[config.mk]
export PLATFORM = sky130hd
export DESIGN_NAME = sqm_top
export DESIGN_NICKNAME = d
export VERILOG_FILES = /design/src/rtl/sqm_pkg.sv /design/src/rtl/sqm_bit_if.sv /design/src/rtl/sqm_top.sv /design/src/rtl/sqm_rx_bit.sv /design/src/rtl/sqm_dec_conv.sv
export VERILOG_INCLUDE_DIRS = /design/src /design/src/rtl
export SDC_FILE = /design/constraint.sdc
export NUM_CORES = 1
export LEC_CHECK = 0
export BUFFER_PORTS_ARGS = -buffer_cell sky130_fd_sc_hd__buf_2
export CORE_ASPECT_RATIO = 0.5
export CORE_UTILIZATION = 40
export CTS_CLUSTER_DIAMETER = 60
export DETAILED_ROUTE_END_ITERATION = 12
export PLACE_DENSITY = 0.7
export SYNTH_ARGS = -nofsm -noshare
export SYNTH_HDL_FRONTEND = slang
export SYNTH_SLANG_ARGS = --single-unit
export TNS_END_PERCENT = 10
[constraint.sdc]
create_clock -name clock -period 3.01 [get_ports clock]
set_input_delay 0.1505 -clock clock [delete_from_list [all_inputs] [get_ports clock]]
set_output_delay 0.1505 -clock clock [all_outputs]
set_load 0.005 [all_outputs]
[src/rtl/sqm_consts.svh]
`ifndef SQM_CONSTS_SVH
`define SQM_CONSTS_SVH

////////////////////////////////////////////////////////////////////////////////
`define SQM_ADDR_CTRL     8'h00
`define SQM_ADDR_GO       8'h04
`define SQM_ADDR_QUAL     8'h08
`define SQM_ADDR_TMO      8'h0c
`define SQM_ADDR_DATA     8'h10
`define SQM_ADDR_STAT     8'h14
`define SQM_ADDR_INTSTAT  8'h18
`define SQM_ADDR_INTMASK  8'h1c

`define SQM_CTRL_PIN_LSB  0
`define SQM_CTRL_MODE_LSB 4
`define SQM_CTRL_QCNT_LSB 8
`define SQM_CTRL_DEC_BIT  12
`define SQM_CTRL_TMO_BIT  13
`define SQM_MODE_INV_BIT  2

`define SQM_INT_DONE      0
`define SQM_INT_TMO       1
`define SQM_INT_MISS      2

`define SQM_REF_HZ        4000000
`define SQM_BAUD0         300
`define SQM_BAUD1         600
`define SQM_BAUD2         1200
`define SQM_BAUD3         2400
`define SQM_CLK_HZ        125000000
`define SQM_MS_PER_S      1000
`define SQM_QUAL_MAX      4
`endif

[src/rtl/sqm_pkg.sv]
package sqm_pkg;
  typedef logic [7:0] sqm_byte_t;
  typedef enum logic [1:0] {rxIdle, rxStart, rxData, rxStop} sqm_rx_e;
  typedef enum logic [1:0] {ctlIdle, ctlHunt, ctlPayload} sqm_ctl_e;
endpackage : sqm_pkg

[src/rtl/sqm_bit_if.sv]
`timescale 1ns/1ps
`default_nettype none
interface sqm_bit_if;
  logic        enable;
  logic [15:0] bitCycles;
  logic        lineLevel;
  logic        startSeen;
  logic        byteValid;
  logic [7:0]  byteData;
  logic        frameErr;
  modport rx  (input enable, bitCycles, lineLevel, output startSeen, byteValid, byteData, frameErr);
  modport ctl (output enable, bitCycles, lineLevel, input startSeen, byteValid, byteData, frameErr);
endinterface : sqm_bit_if
`default_nettype wire

[src/rtl/sqm_top.sv]
// Chosen here: the per-mode bit periods and the APB slave port; the register offsets come from the constants header.
`include "sqm_consts.svh"
`timescale 1ns/1ps
`default_nettype none
module sqm_top
#(
  parameter bit ENHANCED   = 1'b1,
  parameter int MS_CYCLES  = `SQM_CLK_HZ / `SQM_MS_PER_S
)
(
  input  wire logic        clock,
  input  wire logic        rst,
  input  wire logic        psel,
  input  wire logic        penable,
  input  wire logic        pwrite,
  input  wire logic [7:0]  paddr,
  input  wire logic [31:0] pwdata,
  output logic      [31:0] prdata,
  output logic             pready,
  output logic             pslverr,
  input  wire logic [7:0]  pinIn,
  output logic             irq,
  output logic             busy
);
  import sqm_pkg::*;

  ////////////////////////////////////////////////////////////////////////////////
  // bit periods keep their 4 MHz cycle count, so rate tracks the clock
  localparam logic [15:0] CYC0 = 16'(`SQM_REF_HZ / `SQM_BAUD0);
  localparam logic [15:0] CYC1 = 16'(`SQM_REF_HZ / `SQM_BAUD1);
  localparam logic [15:0] CYC2 = 16'(`SQM_REF_HZ / `SQM_BAUD2);
  localparam logic [15:0] CYC3 = 16'(`SQM_REF_HZ / `SQM_BAUD3);
  localparam logic [17:0] MS_LAST = 18'(MS_CYCLES - 1);

  logic [7:0]  pinS1_r;
  logic [7:0]  pinS2_r;
  logic [2:0]  pinSel_r;
  logic [2:0]  mode_r;
  logic [2:0]  qualCnt_r;
  logic        decMode_r;
  logic        tmoEn_r;
  sqm_byte_t   qual_r [0:3];
  logic [15:0] tmoMs_r;
  sqm_byte_t   data_r;
  logic        tmoFlag_r;
  logic        frameFlag_r;
  logic [2:0]  intStat_r;
  logic [2:0]  intMask_r;
  sqm_ctl_e    state_r;
  logic [1:0]  qIdx_r;
  logic        waiting_r;
  logic [17:0] cycCnt_r;
  logic [15:0] msCnt_r;
  logic        evDone;
  logic        evTmo;
  logic        evMiss;
  logic        wrStrobe;
  logic        rdStrobe;
  logic        goReq;
  logic        decDone;
  logic [7:0]  decValue;
  logic [31:0] rdMux;
  logic        rdHit;

  sqm_bit_if bitBus ();

  ////////////////////////////////////////////////////////////////////////////////
  // pin synchroniser: second stage is the only reader of the first
  always_ff @(posedge clock)
  begin
    if (rst)
    begin
      pinS1_r <= 8'h00;
      pinS2_r <= 8'h00;
    end
    else
    begin
      pinS1_r <= pinIn;
      pinS2_r <= pinS1_r;
    end
  end

  assign bitBus.enable    = (state_r != ctlIdle);
  assign bitBus.lineLevel = pinS2_r[pinSel_r] ^ mode_r[`SQM_MODE_INV_BIT];

  always_comb
  begin
    unique case (mode_r[1:0])
      2'h0:    bitBus.bitCycles = CYC0;
      2'h1:    bitBus.bitCycles = CYC1;
      2'h2:    bitBus.bitCycles = CYC2;
      2'h3:    bitBus.bitCycles = CYC3;
    endcase
  end

  sqm_rx_bit uRx
  (
    .clock (clock),
    .rst   (rst),
    .bus   (bitBus.rx)
  );

  sqm_dec_conv uDec
  (
    .clock   (clock),
    .rst     (rst),
    .clear   (goReq),
    .inValid (bitBus.byteValid && (state_r == ctlPayload) && decMode_r),
    .inByte  (bitBus.byteData),
    .value   (decValue),
    .done    (decDone)
  );

  ////////////////////////////////////////////////////////////////////////////////
  // apb: one wait state, so data and pready both come from flops
  assign wrStrobe = psel && penable && pready && pwrite;
  assign rdStrobe = psel && penable && !pready;
  assign goReq    = wrStrobe && (paddr == `SQM_ADDR_GO) && pwdata[0] && (state_r == ctlIdle);

  always_comb
  begin
    rdHit = 1'b1;
    rdMux = 32'h0000_0000;
    unique case (paddr)
      `SQM_ADDR_CTRL:
      begin
        rdMux[`SQM_CTRL_PIN_LSB +: 3]  = pinSel_r;
        rdMux[`SQM_CTRL_MODE_LSB +: 3] = mode_r;
        rdMux[`SQM_CTRL_QCNT_LSB +: 3] = qualCnt_r;
        rdMux[`SQM_CTRL_DEC_BIT]       = decMode_r;
        rdMux[`SQM_CTRL_TMO_BIT]       = tmoEn_r;
      end
      `SQM_ADDR_GO:      rdMux = 32'h0000_0000;
      `SQM_ADDR_QUAL:    rdMux = {qual_r[3], qual_r[2], qual_r[1], qual_r[0]};
      `SQM_ADDR_TMO:     rdMux[15:0] = tmoMs_r;
      `SQM_ADDR_DATA:    rdMux[7:0] = data_r;
      `SQM_ADDR_STAT:    rdMux[2:0] = {frameFlag_r, tmoFlag_r, busy};
      `SQM_ADDR_INTSTAT: rdMux[2:0] = intStat_r;
      `SQM_ADDR_INTMASK: rdMux[2:0] = intMask_r;
      default:           rdHit = 1'b0;
    endcase
  end

  always_ff @(posedge clock)
  begin
    if (rst)
    begin
      pready  <= 1'b0;
      prdata  <= 32'h0000_0000;
      pslverr <= 1'b0;
    end
    else
    begin
      pready  <= rdStrobe;
      // writes are never refused, only unmapped reads
      pslverr <= rdStrobe && !pwrite && !rdHit;
      if (rdStrobe)
        prdata <= rdHit ? rdMux : 32'h0000_0000;
    end
  end

  ////////////////////////////////////////////////////////////////////////////////
  // configuration is frozen while a request is pending
  always_ff @(posedge clock)
  begin
    if (rst)
    begin
      pinSel_r  <= 3'h0;
      mode_r    <= 3'h0;
      qualCnt_r <= 3'h0;
      decMode_r <= 1'b0;
      tmoEn_r   <= 1'b0;
      tmoMs_r   <= 16'h0000;
      intMask_r <= 3'h0;
    end
    else if (wrStrobe && (state_r == ctlIdle))
    begin
      if (paddr == `SQM_ADDR_CTRL)
      begin
        pinSel_r  <= pwdata[`SQM_CTRL_PIN_LSB +: 3];
        mode_r    <= pwdata[`SQM_CTRL_MODE_LSB +: 3];
        qualCnt_r <= (pwdata[`SQM_CTRL_QCNT_LSB +: 3] > 3'(`SQM_QUAL_MAX))
                     ? 3'(`SQM_QUAL_MAX) : pwdata[`SQM_CTRL_QCNT_LSB +: 3];
        decMode_r <= pwdata[`SQM_CTRL_DEC_BIT];
        tmoEn_r   <= pwdata[`SQM_CTRL_TMO_BIT] && ENHANCED;
      end
      if (paddr == `SQM_ADDR_TMO)
        tmoMs_r <= pwdata[15:0];
      if (paddr == `SQM_ADDR_INTMASK)
        intMask_r <= pwdata[2:0];
    end
  end

  genvar gq;
  generate
    for (gq = 0; gq < `SQM_QUAL_MAX; gq++)
    begin : gQual
      always_ff @(posedge clock)
      begin
        if (rst)
          qual_r[gq] <= 8'h00;
        else if (wrStrobe && (state_r == ctlIdle) && (paddr == `SQM_ADDR_QUAL))
          qual_r[gq] <= pwdata[8*gq +: 8];
      end
    end
  endgenerate

  ////////////////////////////////////////////////////////////////////////////////
  // receive sequencing
  always_ff @(posedge clock)
  begin
    if (rst)
    begin
      state_r <= ctlIdle;
      qIdx_r  <= 2'h0;
      busy    <= 1'b0;
      data_r  <= 8'h00;
      evDone  <= 1'b0;
      evMiss  <= 1'b0;
    end
    else
    begin
      evDone <= 1'b0;
      evMiss <= 1'b0;
      unique case (state_r)
        ctlIdle:
          if (goReq)
          begin
            state_r <= (qualCnt_r == 3'h0) ? ctlPayload : ctlHunt;
            qIdx_r  <= 2'h0;
            busy    <= 1'b1;
          end
        ctlHunt:
          if (evTmo)
          begin
            state_r <= ctlIdle;
            busy    <= 1'b0;
          end
          else if (bitBus.byteValid)
          begin
            if (bitBus.byteData == qual_r[qIdx_r])
            begin
              if ({1'b0, qIdx_r} == qualCnt_r - 3'h1)
                state_r <= ctlPayload;
              else
                qIdx_r <= qIdx_r + 2'h1;
            end
            else
            begin
              evMiss <= 1'b1;
              // the breaking byte may itself open a fresh sequence
              qIdx_r <= (bitBus.byteData == qual_r[0]) ? 2'h1 : 2'h0;
            end
          end
        ctlPayload:
          if (evTmo)
          begin
            state_r <= ctlIdle;
            busy    <= 1'b0;
          end
          else if ((!decMode_r && bitBus.byteValid) || (decMode_r && decDone))
          begin
            data_r  <= decMode_r ? decValue : bitBus.byteData;
            evDone  <= 1'b1;
            state_r <= ctlIdle;
            busy    <= 1'b0;
          end
        default:
          state_r <= ctlIdle;
      endcase
    end
  end

  ////////////////////////////////////////////////////////////////////////////////
  // timeout covers only the wait for the first start bit
  always_ff @(posedge clock)
  begin
    if (rst)
    begin
      waiting_r <= 1'b0;
      cycCnt_r  <= 18'h00000;
      msCnt_r   <= 16'h0000;
      evTmo     <= 1'b0;
    end
    else if (goReq)
    begin
      waiting_r <= tmoEn_r;
      cycCnt_r  <= 18'h00000;
      msCnt_r   <= 16'h0000;
      evTmo     <= 1'b0;
    end
    else
    begin
      evTmo <= 1'b0;
      if (bitBus.startSeen || state_r == ctlIdle || evTmo)
        waiting_r <= 1'b0;
      else if (waiting_r)
      begin
        if (msCnt_r >= tmoMs_r)
        begin
          evTmo     <= 1'b1;
          waiting_r <= 1'b0;
        end
        else if (cycCnt_r == MS_LAST)
        begin
          cycCnt_r <= 18'h00000;
          msCnt_r  <= msCnt_r + 16'h0001;
        end
        else
          cycCnt_r <= cycCnt_r + 18'h00001;
      end
    end
  end

  ////////////////////////////////////////////////////////////////////////////////
  // sticky flags: a new event wins over a same-cycle intstat clear; go wins over it for the tmo and frame flags
  always_ff @(posedge clock)
  begin
    if (rst)
    begin
      intStat_r   <= 3'h0;
      tmoFlag_r   <= 1'b0;
      frameFlag_r <= 1'b0;
      irq         <= 1'b0;
    end
    else
    begin
      intStat_r <= (intStat_r
                   & ~((wrStrobe && paddr == `SQM_ADDR_INTSTAT) ? pwdata[2:0] : 3'h0))
                   | {evMiss, evTmo, evDone};
      if (goReq)
        tmoFlag_r <= 1'b0;
      else if (evTmo)
        tmoFlag_r <= 1'b1;
      if (goReq)
        frameFlag_r <= 1'b0;
      else if (bitBus.frameErr)
        frameFlag_r <= 1'b1;
      irq <= |(intStat_r & intMask_r);
    end
  end
endmodule : sqm_top
`default_nettype wire

[src/rtl/sqm_rx_bit.sv]
`timescale 1ns/1ps
`default_nettype none
module sqm_rx_bit
(
  input  wire logic clock,
  input  wire logic rst,
  sqm_bit_if.rx     bus
);
  import sqm_pkg::*;
  sqm_rx_e     state_r;
  logic [15:0] cnt_r;
  logic [2:0]  bitIdx_r;
  logic [7:0]  shift_r;

  always_ff @(posedge clock)
  begin
    if (rst || !bus.enable)
    begin
      state_r       <= rxIdle;
      cnt_r         <= 16'h0000;
      bitIdx_r      <= 3'h0;
      shift_r       <= 8'h00;
      bus.startSeen <= 1'b0;
      bus.byteValid <= 1'b0;
      bus.frameErr  <= 1'b0;
      bus.byteData  <= 8'h00;
    end
    else
    begin
      bus.startSeen <= 1'b0;
      bus.byteValid <= 1'b0;
      bus.frameErr  <= 1'b0;
      unique case (state_r)
        rxIdle:
          if (!bus.lineLevel)
          begin
            state_r <= rxStart;
            cnt_r   <= bus.bitCycles >> 1;
          end
        rxStart:
          if (cnt_r != 16'h0000)
            cnt_r <= cnt_r - 16'h0001;
          else if (!bus.lineLevel)
          begin
            // glitch shorter than half a bit falls back to idle
            state_r       <= rxData;
            bus.startSeen <= 1'b1;
            cnt_r         <= bus.bitCycles - 16'h0001;
            bitIdx_r      <= 3'h0;
          end
          else
            state_r <= rxIdle;
        rxData:
          if (cnt_r != 16'h0000)
            cnt_r <= cnt_r - 16'h0001;
          else
          begin
            shift_r  <= {bus.lineLevel, shift_r[7:1]};
            cnt_r    <= bus.bitCycles - 16'h0001;
            bitIdx_r <= bitIdx_r + 3'h1;
            if (bitIdx_r == 3'h7)
              state_r <= rxStop;
          end
        rxStop:
          if (cnt_r != 16'h0000)
            cnt_r <= cnt_r - 16'h0001;
          else
          begin
            bus.byteValid <= bus.lineLevel;
            bus.frameErr  <= !bus.lineLevel;
            bus.byteData  <= shift_r;
            state_r       <= rxIdle;
          end
      endcase
    end
  end
endmodule : sqm_rx_bit
`default_nettype wire

[src/rtl/sqm_dec_conv.sv]
`timescale 1ns/1ps
`default_nettype none
module sqm_dec_conv
(
  input  wire logic              clock,
  input  wire logic              rst,
  input  wire logic              clear,
  input  wire logic              inValid,
  input  wire sqm_pkg::sqm_byte_t inByte,
  output logic      [7:0]        value,
  output logic                   done
);
  import sqm_pkg::*;
  logic       gotDigit_r;
  logic       isDigit;
  logic [7:0] digit;

  assign isDigit = (inByte >= 8'h30) && (inByte <= 8'h39);
  assign digit   = inByte - 8'h30;

  // value wraps modulo 256; leading non-digits are skipped
  always_ff @(posedge clock)
  begin
    if (rst || clear)
    begin
      value      <= 8'h00;
      done       <= 1'b0;
      gotDigit_r <= 1'b0;
    end
    else
    begin
      done <= 1'b0;
      if (inValid && isDigit)
      begin
        value      <= 8'((value * 8'd10) + digit);
        gotDigit_r <= 1'b1;
      end
      else if (inValid && gotDigit_r)
      begin
        done       <= 1'b1;
        gotDigit_r <= 1'b0;
      end
    end
  end
endmodule : sqm_dec_conv
`default_nettype wire

==> flow_summary_export.csv, run 1 <==
group,metric,value,unit
status,run_status,"finished, final reports clean",
yosys,netlist_area,0.0111,sq mm
detailed_routing,routed.top_layer,"met4",
yosys,synth-edff-count,32,
place,hpwl,20500,microns
detailed_routing,wl_met2,13800,microns
job,cap_viol_max_count,0,
sta,slew_headroom,48.5,%
critical_path,crit_arrival,3.18,ns
yosys,synth_area_leaders,"dfxtp_1 (34%), edfxtp_1 (8.6%), ha_1 (6.8%), mux2i_1 (5.9%), nor2_1 (5.2%)",
detailed_routing,firstDrtPassIters,5,
grt,grt_max_degree,63,
sta,final_hold_viol_count,0,
power,vdd_drop_max,0.329,mV
sta,rsz0062_at_grt,"no",
sta,fin_crit_sh,91.3,%
worst_hold_path,min_path_type,"in2reg",
die,std_cell_rows,42,
clock_tree,cts_resized,0,
yosys,yosysMostFrequentCell,"dfxtp_1",
yosys,syn_area_per_cell,9.14,sq um
yosys,synth_top_area_share,34.1,%
critical_path,crit_path_cell_trace,"mux4_2 > xnor2_1 > nand4_1 > nor2_2 > nand2_1 > or4b_1 > o2bb2ai_1",
clock_tree,cts_tree,"done",
power,combinationalPowerShare,6.1,%
layout,multi_input_area,0.00597,sq mm
place,numPortBuffers,88,
critical_path,cp_data_required_time,3.44,ns
detailed_routing,postRouteAntennaNets,0,
grt,antenna_found_initial,0,
grt,grt_overflow,0,
power,netSwitchingFraction,23.0,%
grt,grt_first_pass_wirelength,46600,microns
sta,clock_skew,0.0108,ns
yosys,ys_types,69,
yosys,dominantRegCellSynth,"dfxtp_1",
yosys,synth-async-reset-ratio,0,%
die,pin_count,89,
clock_tree,cts_buffer_depth,3,
critical_path,max_stage_delay,0.66,ns
detailed_routing,met1Wirelength,12500,microns
clock_tree,cts_root_buf,"clkbuf_16",
die,coreArea,0.0269,sq mm
layout,nets,1443,
die,start_util,41.4,%
power,cellInternalPower,0.00486,W
sta,tightest_slew,0.753,ns
sta,tns,0,ns
yosys,yosysWarningCount,0,
critical_path,critPathLaunchType,"register",
sta,setup_viol,0,
detailed_routing,route.detailed.drc,0,
clock_tree,cts.clk_slew.worst_paths,0.06,ns
power,total_power,0.00631,W
critical_path,critical_path_class,"reg2reg",
yosys,syn_nets,1330,
clock_tree,cts_hold_buffers,38,
detailed_routing,first_iter_violations,625,
power,p_switching,0.00145,W
layout,diodes,0,
power,pwr-share-clk,45.5,%
grt,grt_pass1_vias,9092,
critical_path,crit_fanout,8,
power,power.density,482,mW/mm^2
yosys,yosysTopAreaCell,"dfxtp_1",
layout,regArea,0.00474,sq mm
critical_path,cp.buffers_inverters,0,
clock_tree,h-tree-depth,1,
grt,grtUsageTotal,20.2,%
clock_tree,cts_setup_buffers,0,
layout,num-fill-cells,2465,
yosys,synth_commonest_cells,"dfxtp_1 (189), nor2_1 (154), nand2_1 (106)",
layout,final_layout_size_suffix_gt1_share,13.5,%
sta,maxSlewViolCount,0,
die,dieArea,0.0285,sq mm
die,die_height,120,microns
detailed_routing,wl_met3,1580,microns
power,p_leak,5.13,nW
critical_path,crit_path_end_kind,"register",
sta,fmax,364,MHz
place,gp_congestion,0.916,
layout,area_growth_syn_to_layout,17.9,%
clock_tree,clock_latency,0.51,ns
clock_tree,numCtsBuffers,22,
yosys,synth-seq-cells,221,
clock_tree,clock-sinks,221,
yosys,ys_seq_area_share,42.7,%
sta,period_needed,2.75,ns
detailed_routing,viasPerCell,5.42,
yosys,synthCells,1215,
critical_path,crit_path_top_delay_cell,"dfxtp_1",
die,die_w,238,microns
critical_path,cp_top_family,"simple AND/OR/NAND/NOR gates",
detailed_routing,totalWireLength,29000,microns
detailed_routing,wire_per_inst,16.9,microns
detailed_routing,via_count,9313,
power,pwr-share-seq,48.4,%
registers in the layout, indices dropped and copies added (netlist names), 3 cells and up, named ones only:
name / cells
cycCnt_r: 18
data_r: 8
intMask_r: 3
intStat_r: 3
mode_r: 3
msCnt_r: 16
pinS1_r: 8
pinS2_r: 8
pinSel_r: 3
prdata: 32
qualCnt_r: 3
qual_r: 32
tmoMs_r: 16
uDec.value: 8
uRx.bitIdx_r: 3
uRx.bus.byteData: 8
uRx.cnt_r: 16
uRx.shift_r: 8
metrics by stage:
step | instance area [sq um] | std cells | worst slack (ns) | hold slack (ns) | util [%]
after global placement | 12000 | 1640 | 0.373 | 0.335 | 44.6
after global routing | 13100 | 1718 | 0.0966 | 0.0452 | 48.8
after CTS | 13100 | 1718 | 0.233 | 0.0171 | 48.8
after detailed placement | 12000 | 1640 | 0.307 | 0.349 | 44.6
after floorplan | 11100 | 1215 | 0.0757 | 0.229 | -
final | 13100 | 1718 | 0.261 | 0.0280 | 48.8
kinds of logic (layout without fill, tap and decap cells):
group / Yosys count / in the layout / synth area share (%)
adder cells (fa/ha/maj): 62 / 62 / 7.12
flip-flops: 221 / 221 / 42.7
AO/OA/AOI/OAI: 203 / 203 / 11.5
AND/OR/NAND/NOR: 485 / 485 / 21.5
buffers and inverters: 103 / 232 / 3.64
XOR/XNOR: 61 / 61 / 4.81
multiplexers: 80 / 80 / 8.69
routing by layer:
metal | track usage, % | up-vias
li1 | - | 4495
met1 | 25.3 | 4495
met2 | 34.6 | 255
met3 | 3.31 | 68
met4 | 8.06 | 0
met5 | 0 | -
layout make-up:
class                           instances  area share [%]
Multi-Input combinational cell        891            45.6
Clock inverter                         11           0.860
Clock buffer                           29            4.88
Timing Repair Buffer                  151            7.72
Inverter                               41            1.17
Sequential cell                       221            36.2
Tap cell                              374            3.57
tightest hold or removal path: cells and delay by family:
kind	cells	cell delay, ns
multiplexers	1	0.10
buffers and inverters	1	0.18
AND/OR/NAND/NOR	1	0.07
worst paths after layout:
check	startpoint	endpoint	slack, ns	cells past startpoint
min reg2reg	pinS1_r[7]	pinS2_r[7]	0.44	1
max reg2reg	register	qIdx_r[1]	0.26	7
max	register	qIdx_r[1]	0.26	7
min	pwdata[1]	tmoMs_r[1]	0.03	3
cell usage in the layout (no fill, tap or decap), types with 7 or more instances in the layout:
cell type and n:
dfxtp_1 189, nor2_1 153, nand2_1 106, buf_2 87, a21oi_1 79, mux2i_1 65, ha_1 60, xnor2_1 42
inv_1 40, and2_1 40, dlygate4sd3_1 38, nand3_1 33, edfxtp_1 32, nor3_1 29, o21ai_0 28, buf_4 26
a22oi_1 25, clkbuf_16 24, nor2b_1 22, xor2_1 19, nand4_1 14, nor4_1 14, mux4_2 13, o211ai_1 11
and3_1 9, a211oi_1 9, a21o_1 9, nand2b_1 8, or3_1 8, o31ai_1 8, or2_2 7, nor3b_1 7
power groups by stage:
stage / Combinational, W / Clock [W] / Sequential (W)
finish: 0.000385 / 0.00287 / 0.00305
global route: 0.000418 / 0.00304 / 0.00305
CTS: 0.000381 / 0.00291 / 0.00305
detailed placement: 0.000338 / 0 / 0.00312
global placement: 0.000334 / 0 / 0.00312
floorplan: 0.000226 / 0 / 0.00311
No activity file was read; power rests on OpenSTA's default activity.
==> run 2: changes to the inputs <==
- ABC_AREA: not set -> 1
- PLACE_DENSITY: 0.7 -> 0.66
==> run 2 against run 1 <==
  * Global-route usage rose by 0.47 points
  * Worst hold slack gained 0.080 ns
  * Critical path depth increased by 2
  * Cell count grew 24%
  * Sequential share of layout area down 1.8 points
  * Final area is 5.1% higher
  * Critical path type unchanged
==> flow_summary_export.csv, run 2 <==
group,metric,value,unit
critical_path,cp_data_required_time,3.47,ns
detailed_routing,viasPerCell,5.05,
sta,period_needed,2.56,ns
place,numPortBuffers,88,
clock_tree,h-tree-depth,1,
grt,grt_pass1_vias,9772,
sta,rsz0062_at_grt,"no",
sta,setup_viol,0,
job,cap_viol_max_count,0,
layout,final_common_cell,"nand2_1",
yosys,synth-async-reset-ratio,0,%
critical_path,critical_path_class,"reg2reg",
place,gp_congestion,0.948,
sta,fmax,390,MHz
layout,area_growth_syn_to_layout,16.4,%
layout,layout_common_cells,"nand2_1 (339), dfxtp_1 (189), inv_1 (184), nor2_1 (159), a21oi_1 (147)",
clock_tree,cts_buffer_depth,3,
power,p_leak,5.81,nW
detailed_routing,via_count,10700,
sta,clock_skew,0.00953,ns
power,power.density,540,mW/mm^2
die,start_util,40.8,%
yosys,synth-edff-count,32,
critical_path,crit_path_end_kind,"register",
yosys,synth_top_area_share,32.0,%
yosys,synthCells,1606,
yosys,dominantRegCellSynth,"dfxtp_1",
clock_tree,cts_resized,0,
layout,nets,1830,
layout,final_util,47.5,%
detailed_routing,wire_per_inst,14.8,microns
place,hpwl,22500,microns
die,die_height,124,microns
clock_tree,cts.clk_slew.worst_paths,0.06,ns
clock_tree,numCtsBuffers,23,
yosys,netlist_area,0.0118,sq mm
sta,slew_headroom,53.1,%
detailed_routing,first_iter_violations,856,
die,pin_count,89,
yosys,yosysWarningCount,0,
layout,final_layout_size_suffix_gt1_share,11.3,%
sta,maxSlewViolCount,0,
worst_hold_path,min_path_type,"in2reg",
clock_tree,clock_latency,0.53,ns
yosys,ys_seq_area_share,40.1,%
sta,tns,0,ns
die,die_w,245,microns
clock_tree,cts_setup_buffers,0,
yosys,syn_area_per_cell,7.37,sq um
sta,fin_crit_sh,85.1,%
yosys,synth-seq-cells,221,
clock_tree,cts_tree,"done",
critical_path,crit_start,"uDec.value[3]",
detailed_routing,postRouteAntennaNets,0,
die,coreArea,0.0290,sq mm
sta,final_hold_viol_count,0,
critical_path,reg2reg_from,"uDec.value[3]",
yosys,yosysMostFrequentCell,"nand2_1",
detailed_routing,firstDrtPassIters,5,
yosys,ys_types,54,
layout,diodes,0,
critical_path,crit_arrival,3.03,ns
layout,top_regs,"prdata: 32 flops, qual_r: 32 flops, cycCnt_r: 18 flops",
grt,grt_overflow,0,
critical_path,rrSetupSlack,0.45,ns
die,std_cell_rows,44,
yosys,synth_commonest_cells,"nand2_1 (339), dfxtp_1 (189), inv_1 (184)",
status,run_status,"finished, final reports clean",
critical_path,critPathLaunchType,"register",
detailed_routing,route.detailed.drc,0,
grt,grt_max_degree,58,
die,dieArea,0.0303,sq mm
critical_path,worstSetupEndpoint,"uDec.value[7]",
grt,grt_first_pass_wirelength,50500,microns
power,vdd_drop_max,0.305,mV
grt,antenna_found_initial,0,
clock_tree,clock-sinks,221,
yosys,yosysTopAreaCell,"dfxtp_1",
sta,tightest_slew,0.703,ns
critical_path,crit_fanout,4,
yosys,syn_nets,1721,
clock_tree,cts_root_buf,"clkbuf_16",
critical_path,rr_endpoint,"uDec.value[7]",
yosys,synth_area_leaders,"dfxtp_1 (32%), nand2_1 (11%), edfxtp_1 (8.1%), ha_1 (6.3%), a21oi_1 (6.2%)",
critical_path,r2r_cells,9,
detailed_routing,totalWireLength,31300,microns
clock_tree,cts_hold_buffers,43,
grt,grtUsageTotal,20.6,%
[run 2: changes by cell type in the layout (fill, tap and decap cells not counted), sizes merged, moves of 16 or more]
cell,before,now
nand3,33,106
a22oi,25,1
mux2i,65,0
xnor2,42,16
o21ai,31,127
nand2,106,348
a21oi,80,153
and2,41,1
nor2,157,173
nor2b,22,0
inv,42,195
[run 2: layout make-up]
type	instances	area, sq um
clock buffers	32	683
clock inverters	9	85.1
fillers	2896	15200
inverters	197	742
multi-input cells	1127	6050
flip-flops and latches	221	4740
well taps	391	489
repair buffers	145	976
[run 2: layer usage]
| layer | track usage [%] | up-vias | share of wire (%) |
|---|---|---|---|
| li1 | - | 5492 | - |
| met1 | 28.0 | 4950 | 47 |
| met2 | 34.7 | 225 | 46 |
| met3 | 3.51 | 40 | 5.4 |
| met4 | 4.14 | 0 | 1.6 |
| met5 | 0 | - | 0 |
[run 2: cell families after synthesis]
kind of cell	share of synthesized area (%)
simple gates	25.9
buf+inv	8.86
xor+xnor	3.63
compound gates	14.8
flops	40.1
fa+ha+maj	6.69
[run 2: worst max-delay path: stages (launching register included)]
cell      delay, ns
dfxtp_1        0.39
ha_1           0.26
ha_1           0.22
fa_1           0.44
ha_1           0.29
ha_1           0.34
a21oi_1        0.18
o21bai_1       0.10
a21o_1         0.16
a31oi_1        0.11
[run 2: worst min-delay path by stage]
stage | from | to | slack [ns] | depth (start not counted)
after floorplan | pwrite | pslverr | 0.22 | 1
after global placement | pwrite | pslverr | 0.33 | 2
after detailed placement | pwrite | pslverr | 0.34 | 2
after CTS | rst | evTmo | 0.1 | 2
after global routing | rst | evTmo | 0.10 | 2
final | rst | evTmo | 0.11 | 2
[run 2: report_power, final]
| group | switching [W] | internal, W |
|---|---|---|
| Clock | 0.00124 | 0.00168 |
| Sequential | 0.000105 | 0.00308 |
| Combinational | 0.000867 | 0.000463 |
[run 2: per-stage QoR]
stage | cells | instance area (sq um) | setup WS, ns | power [W] | hold slack, ns
after floorplan | 1606 | 11800 | 0.211 | 0.00422 | 0.223
after global placement | 2038 | 12600 | 0.497 | 0.00451 | 0.333
after detailed placement | 2038 | 12600 | 0.455 | 0.00452 | 0.339
after CTS | 2122 | 13800 | 0.438 | 0.00748 | 0.0958
after global routing | 2122 | 13800 | 0.288 | 0.00781 | 0.102
final | 2122 | 13800 | 0.449 | 0.00744 | 0.108
==> run 3: changes to the inputs <==
--- a/constraint.sdc
+++ b/constraint.sdc
@@ -3,2 +3,2 @@
 set_output_delay 0.1505 -clock clock [all_outputs]
-set_load 0.005 [all_outputs]
+set_load 0.05 [all_outputs]
==> run 3 against run 2 <==
  * Sequential power about the same
  * Clock power about the same
  * Global-route usage about the same
  * Worst hold slack improved by 0.0040 ns
  * Sequential share of layout area increased by 0.066 points
  * Via count increased by 0.36%
  * Power increased by 0.56%
  * Combinational power increased by 5%
  * Cell count decreased by 0.14%
  * Largest cell class unchanged
==> flow_summary_export.csv, run 3 (same netlist as run 2, synthesis figures left out) <==
group,metric,value,unit
status,run_status,"finished, final reports clean",
clock_tree,cts_resized,0,
grt,grt_pass1_vias,9922,
die,pin_count,89,
sta,rsz0062_at_grt,"no",
grt,antenna_found_initial,0,
layout,instances_no_fill,2119,
grt,grt_first_pass_wirelength,50400,microns
die,start_util,40.8,%
grt,grtUsageTotal,20.7,%
clock_tree,cts_tree,"done",
sta,tightest_slew,0.684,ns
detailed_routing,viasPerCell,5.07,
critical_path,path_common_cell,"ha_1",
critical_path,crit_path_end_kind,"register",
detailed_routing,totalWireLength,31300,microns
clock_tree,cts_buffer_depth,3,
critical_path,reg2reg_from,"uDec.value[1]",
layout,area_growth_syn_to_layout,16.2,%
clock_tree,cts_setup_buffers,0,
layout,diodes,0,
critical_path,crit_start,"uDec.value[1]",
clock_tree,clock-sinks,221,
critical_path,crit_path_cell_trace,"ha_1 > ha_1 > fa_1 > ha_1 > ha_1 > a21oi_1 > o21bai_1 > a21o_1 > a31oi_1",
detailed_routing,route.detailed.drc,0,
power,p_leak,5.80,nW
clock_tree,cts_root_buf,"clkbuf_16",
power,vdd_drop_max,0.417,mV
die,die_w,245,microns
critical_path,crit_fanout,4,
sta,fmax,388,MHz
die,dieArea,0.0303,sq mm
critical_path,crit_path_top_delay_cell,"fa_1",
sta,tns,0,ns
detailed_routing,via_count,10700,
clock_tree,clock_latency,0.53,ns
layout,layout_common_cells,"nand2_1 (339), dfxtp_1 (189), inv_1 (184), nor2_1 (159), a21oi_1 (147)",
sta,fin_crit_sh,85.6,%
die,std_cell_rows,44,
critical_path,worstSetupEndpoint,"uDec.value[7]",
detailed_routing,firstDrtPassIters,5,
die,die_height,124,microns
job,cap_viol_max_count,0,
layout,final_common_cell,"nand2_1",
power,power.density,544,mW/mm^2
critical_path,rr_endpoint,"uDec.value[7]",
die,coreArea,0.0290,sq mm
critical_path,crit_arrival,3.04,ns
worst_hold_path,min_path_type,"in2reg",
grt,grt_max_degree,58,
sta,setup_viol,0,
place,gp_congestion,0.895,
detailed_routing,first_iter_violations,772,
clock_tree,h-tree-depth,1,
sta,period_needed,2.58,ns
grt,grt_overflow,0,
critical_path,rrSetupSlack,0.43,ns
layout,num-fill-cells,2903,
sta,maxSlewViolCount,0,
place,numPortBuffers,88,
place,dp_cells,2038,
sta,clock_skew,0.0144,ns
critical_path,critPathLaunchType,"register",
clock_tree,cts_hold_buffers,41,
place,hpwl,22100,microns
sta,slew_headroom,54.3,%
clock_tree,numCtsBuffers,22,
critical_path,cp_data_required_time,3.47,ns
detailed_routing,postRouteAntennaNets,0,
sta,final_hold_viol_count,0,
critical_path,critical_path_class,"reg2reg",
layout,top_regs,"prdata: 32 flops, qual_r: 32 flops, cycCnt_r: 18 flops",
detailed_routing,wire_per_inst,14.8,microns
layout,nets,1827,
critical_path,max_stage_delay,0.44,ns
critical_path,r2r_cells,9,
layout,final_layout_size_suffix_gt1_share,11.3,%
clock_tree,cts.clk_slew.worst_paths,0.07,ns
[run 3: critical path, delay by kind of cell (launching register included)]
family | cells | cell delay (ns)
fa+ha+maj | 5 | 1.60
compound gates | 4 | 0.57
flops | 1 | 0.34
[run 3: where the power goes]
part | total, W | internal (W) | switching, W
Sequential | 0.00318 | 0.00308 | 0.000102
Clock | 0.00290 | 0.00169 | 0.00121
Combinational | 0.00140 | 0.000469 | 0.000926
[run 3: layout make-up]
| type | instances | area [sq um] | area share (%) |
|---|---|---|---|
| repair buffers | 143 | 956 | 6.96 |
| multi-input cells | 1127 | 6050 | 44.0 |
| well taps | 391 | 489 | 3.56 |
| flip-flops and latches | 221 | 4740 | 34.5 |
| clock inverters | 6 | 62.6 | 0.455 |
| inverters | 197 | 742 | 5.40 |
| clock buffers | 34 | 699 | 5.09 |
[run 3: metal layers]
metal | GRT usage (%) | wire, microns | share of wire (%)
met2 | 35.4 | 14300 | 46
met3 | 3.21 | 1420 | 4.5
met1 | 27.7 | 15100 | 48
met4 | 4.18 | 498 | 1.6
met5 | 0 | 0 | 0
[run 3: how the worst min path moves through the flow]
stage / from / endpoint / slack, ns / cells past startpoint
final: rst / evTmo / 0.11 / 2
after global routing: rst / state_r[1] / 0.14 / 2
after CTS: rst / evTmo / 0.1 / 2
after detailed placement: pwrite / pslverr / 0.33 / 2
after global placement: pwrite / pslverr / 0.33 / 2
after floorplan: pwrite / pslverr / 0.22 / 1
[run 3: stage by stage]
stage	hold WS (ns)	total power (W)	util (%)	worst slack [ns]	instance area [sq um]
2_1_floorplan	0.223	0.00428	-	0.604	11800
3_3_place_gp	0.327	0.00458	43.3	0.504	12600
3_5_place_dp	0.326	0.00458	43.3	0.484	12600
4_1_cts	0.0962	0.00753	47.4	0.451	13700
5_1_grt	0.138	0.00782	47.4	0.293	13700
6_report	0.112	0.00748	47.4	0.433	13700
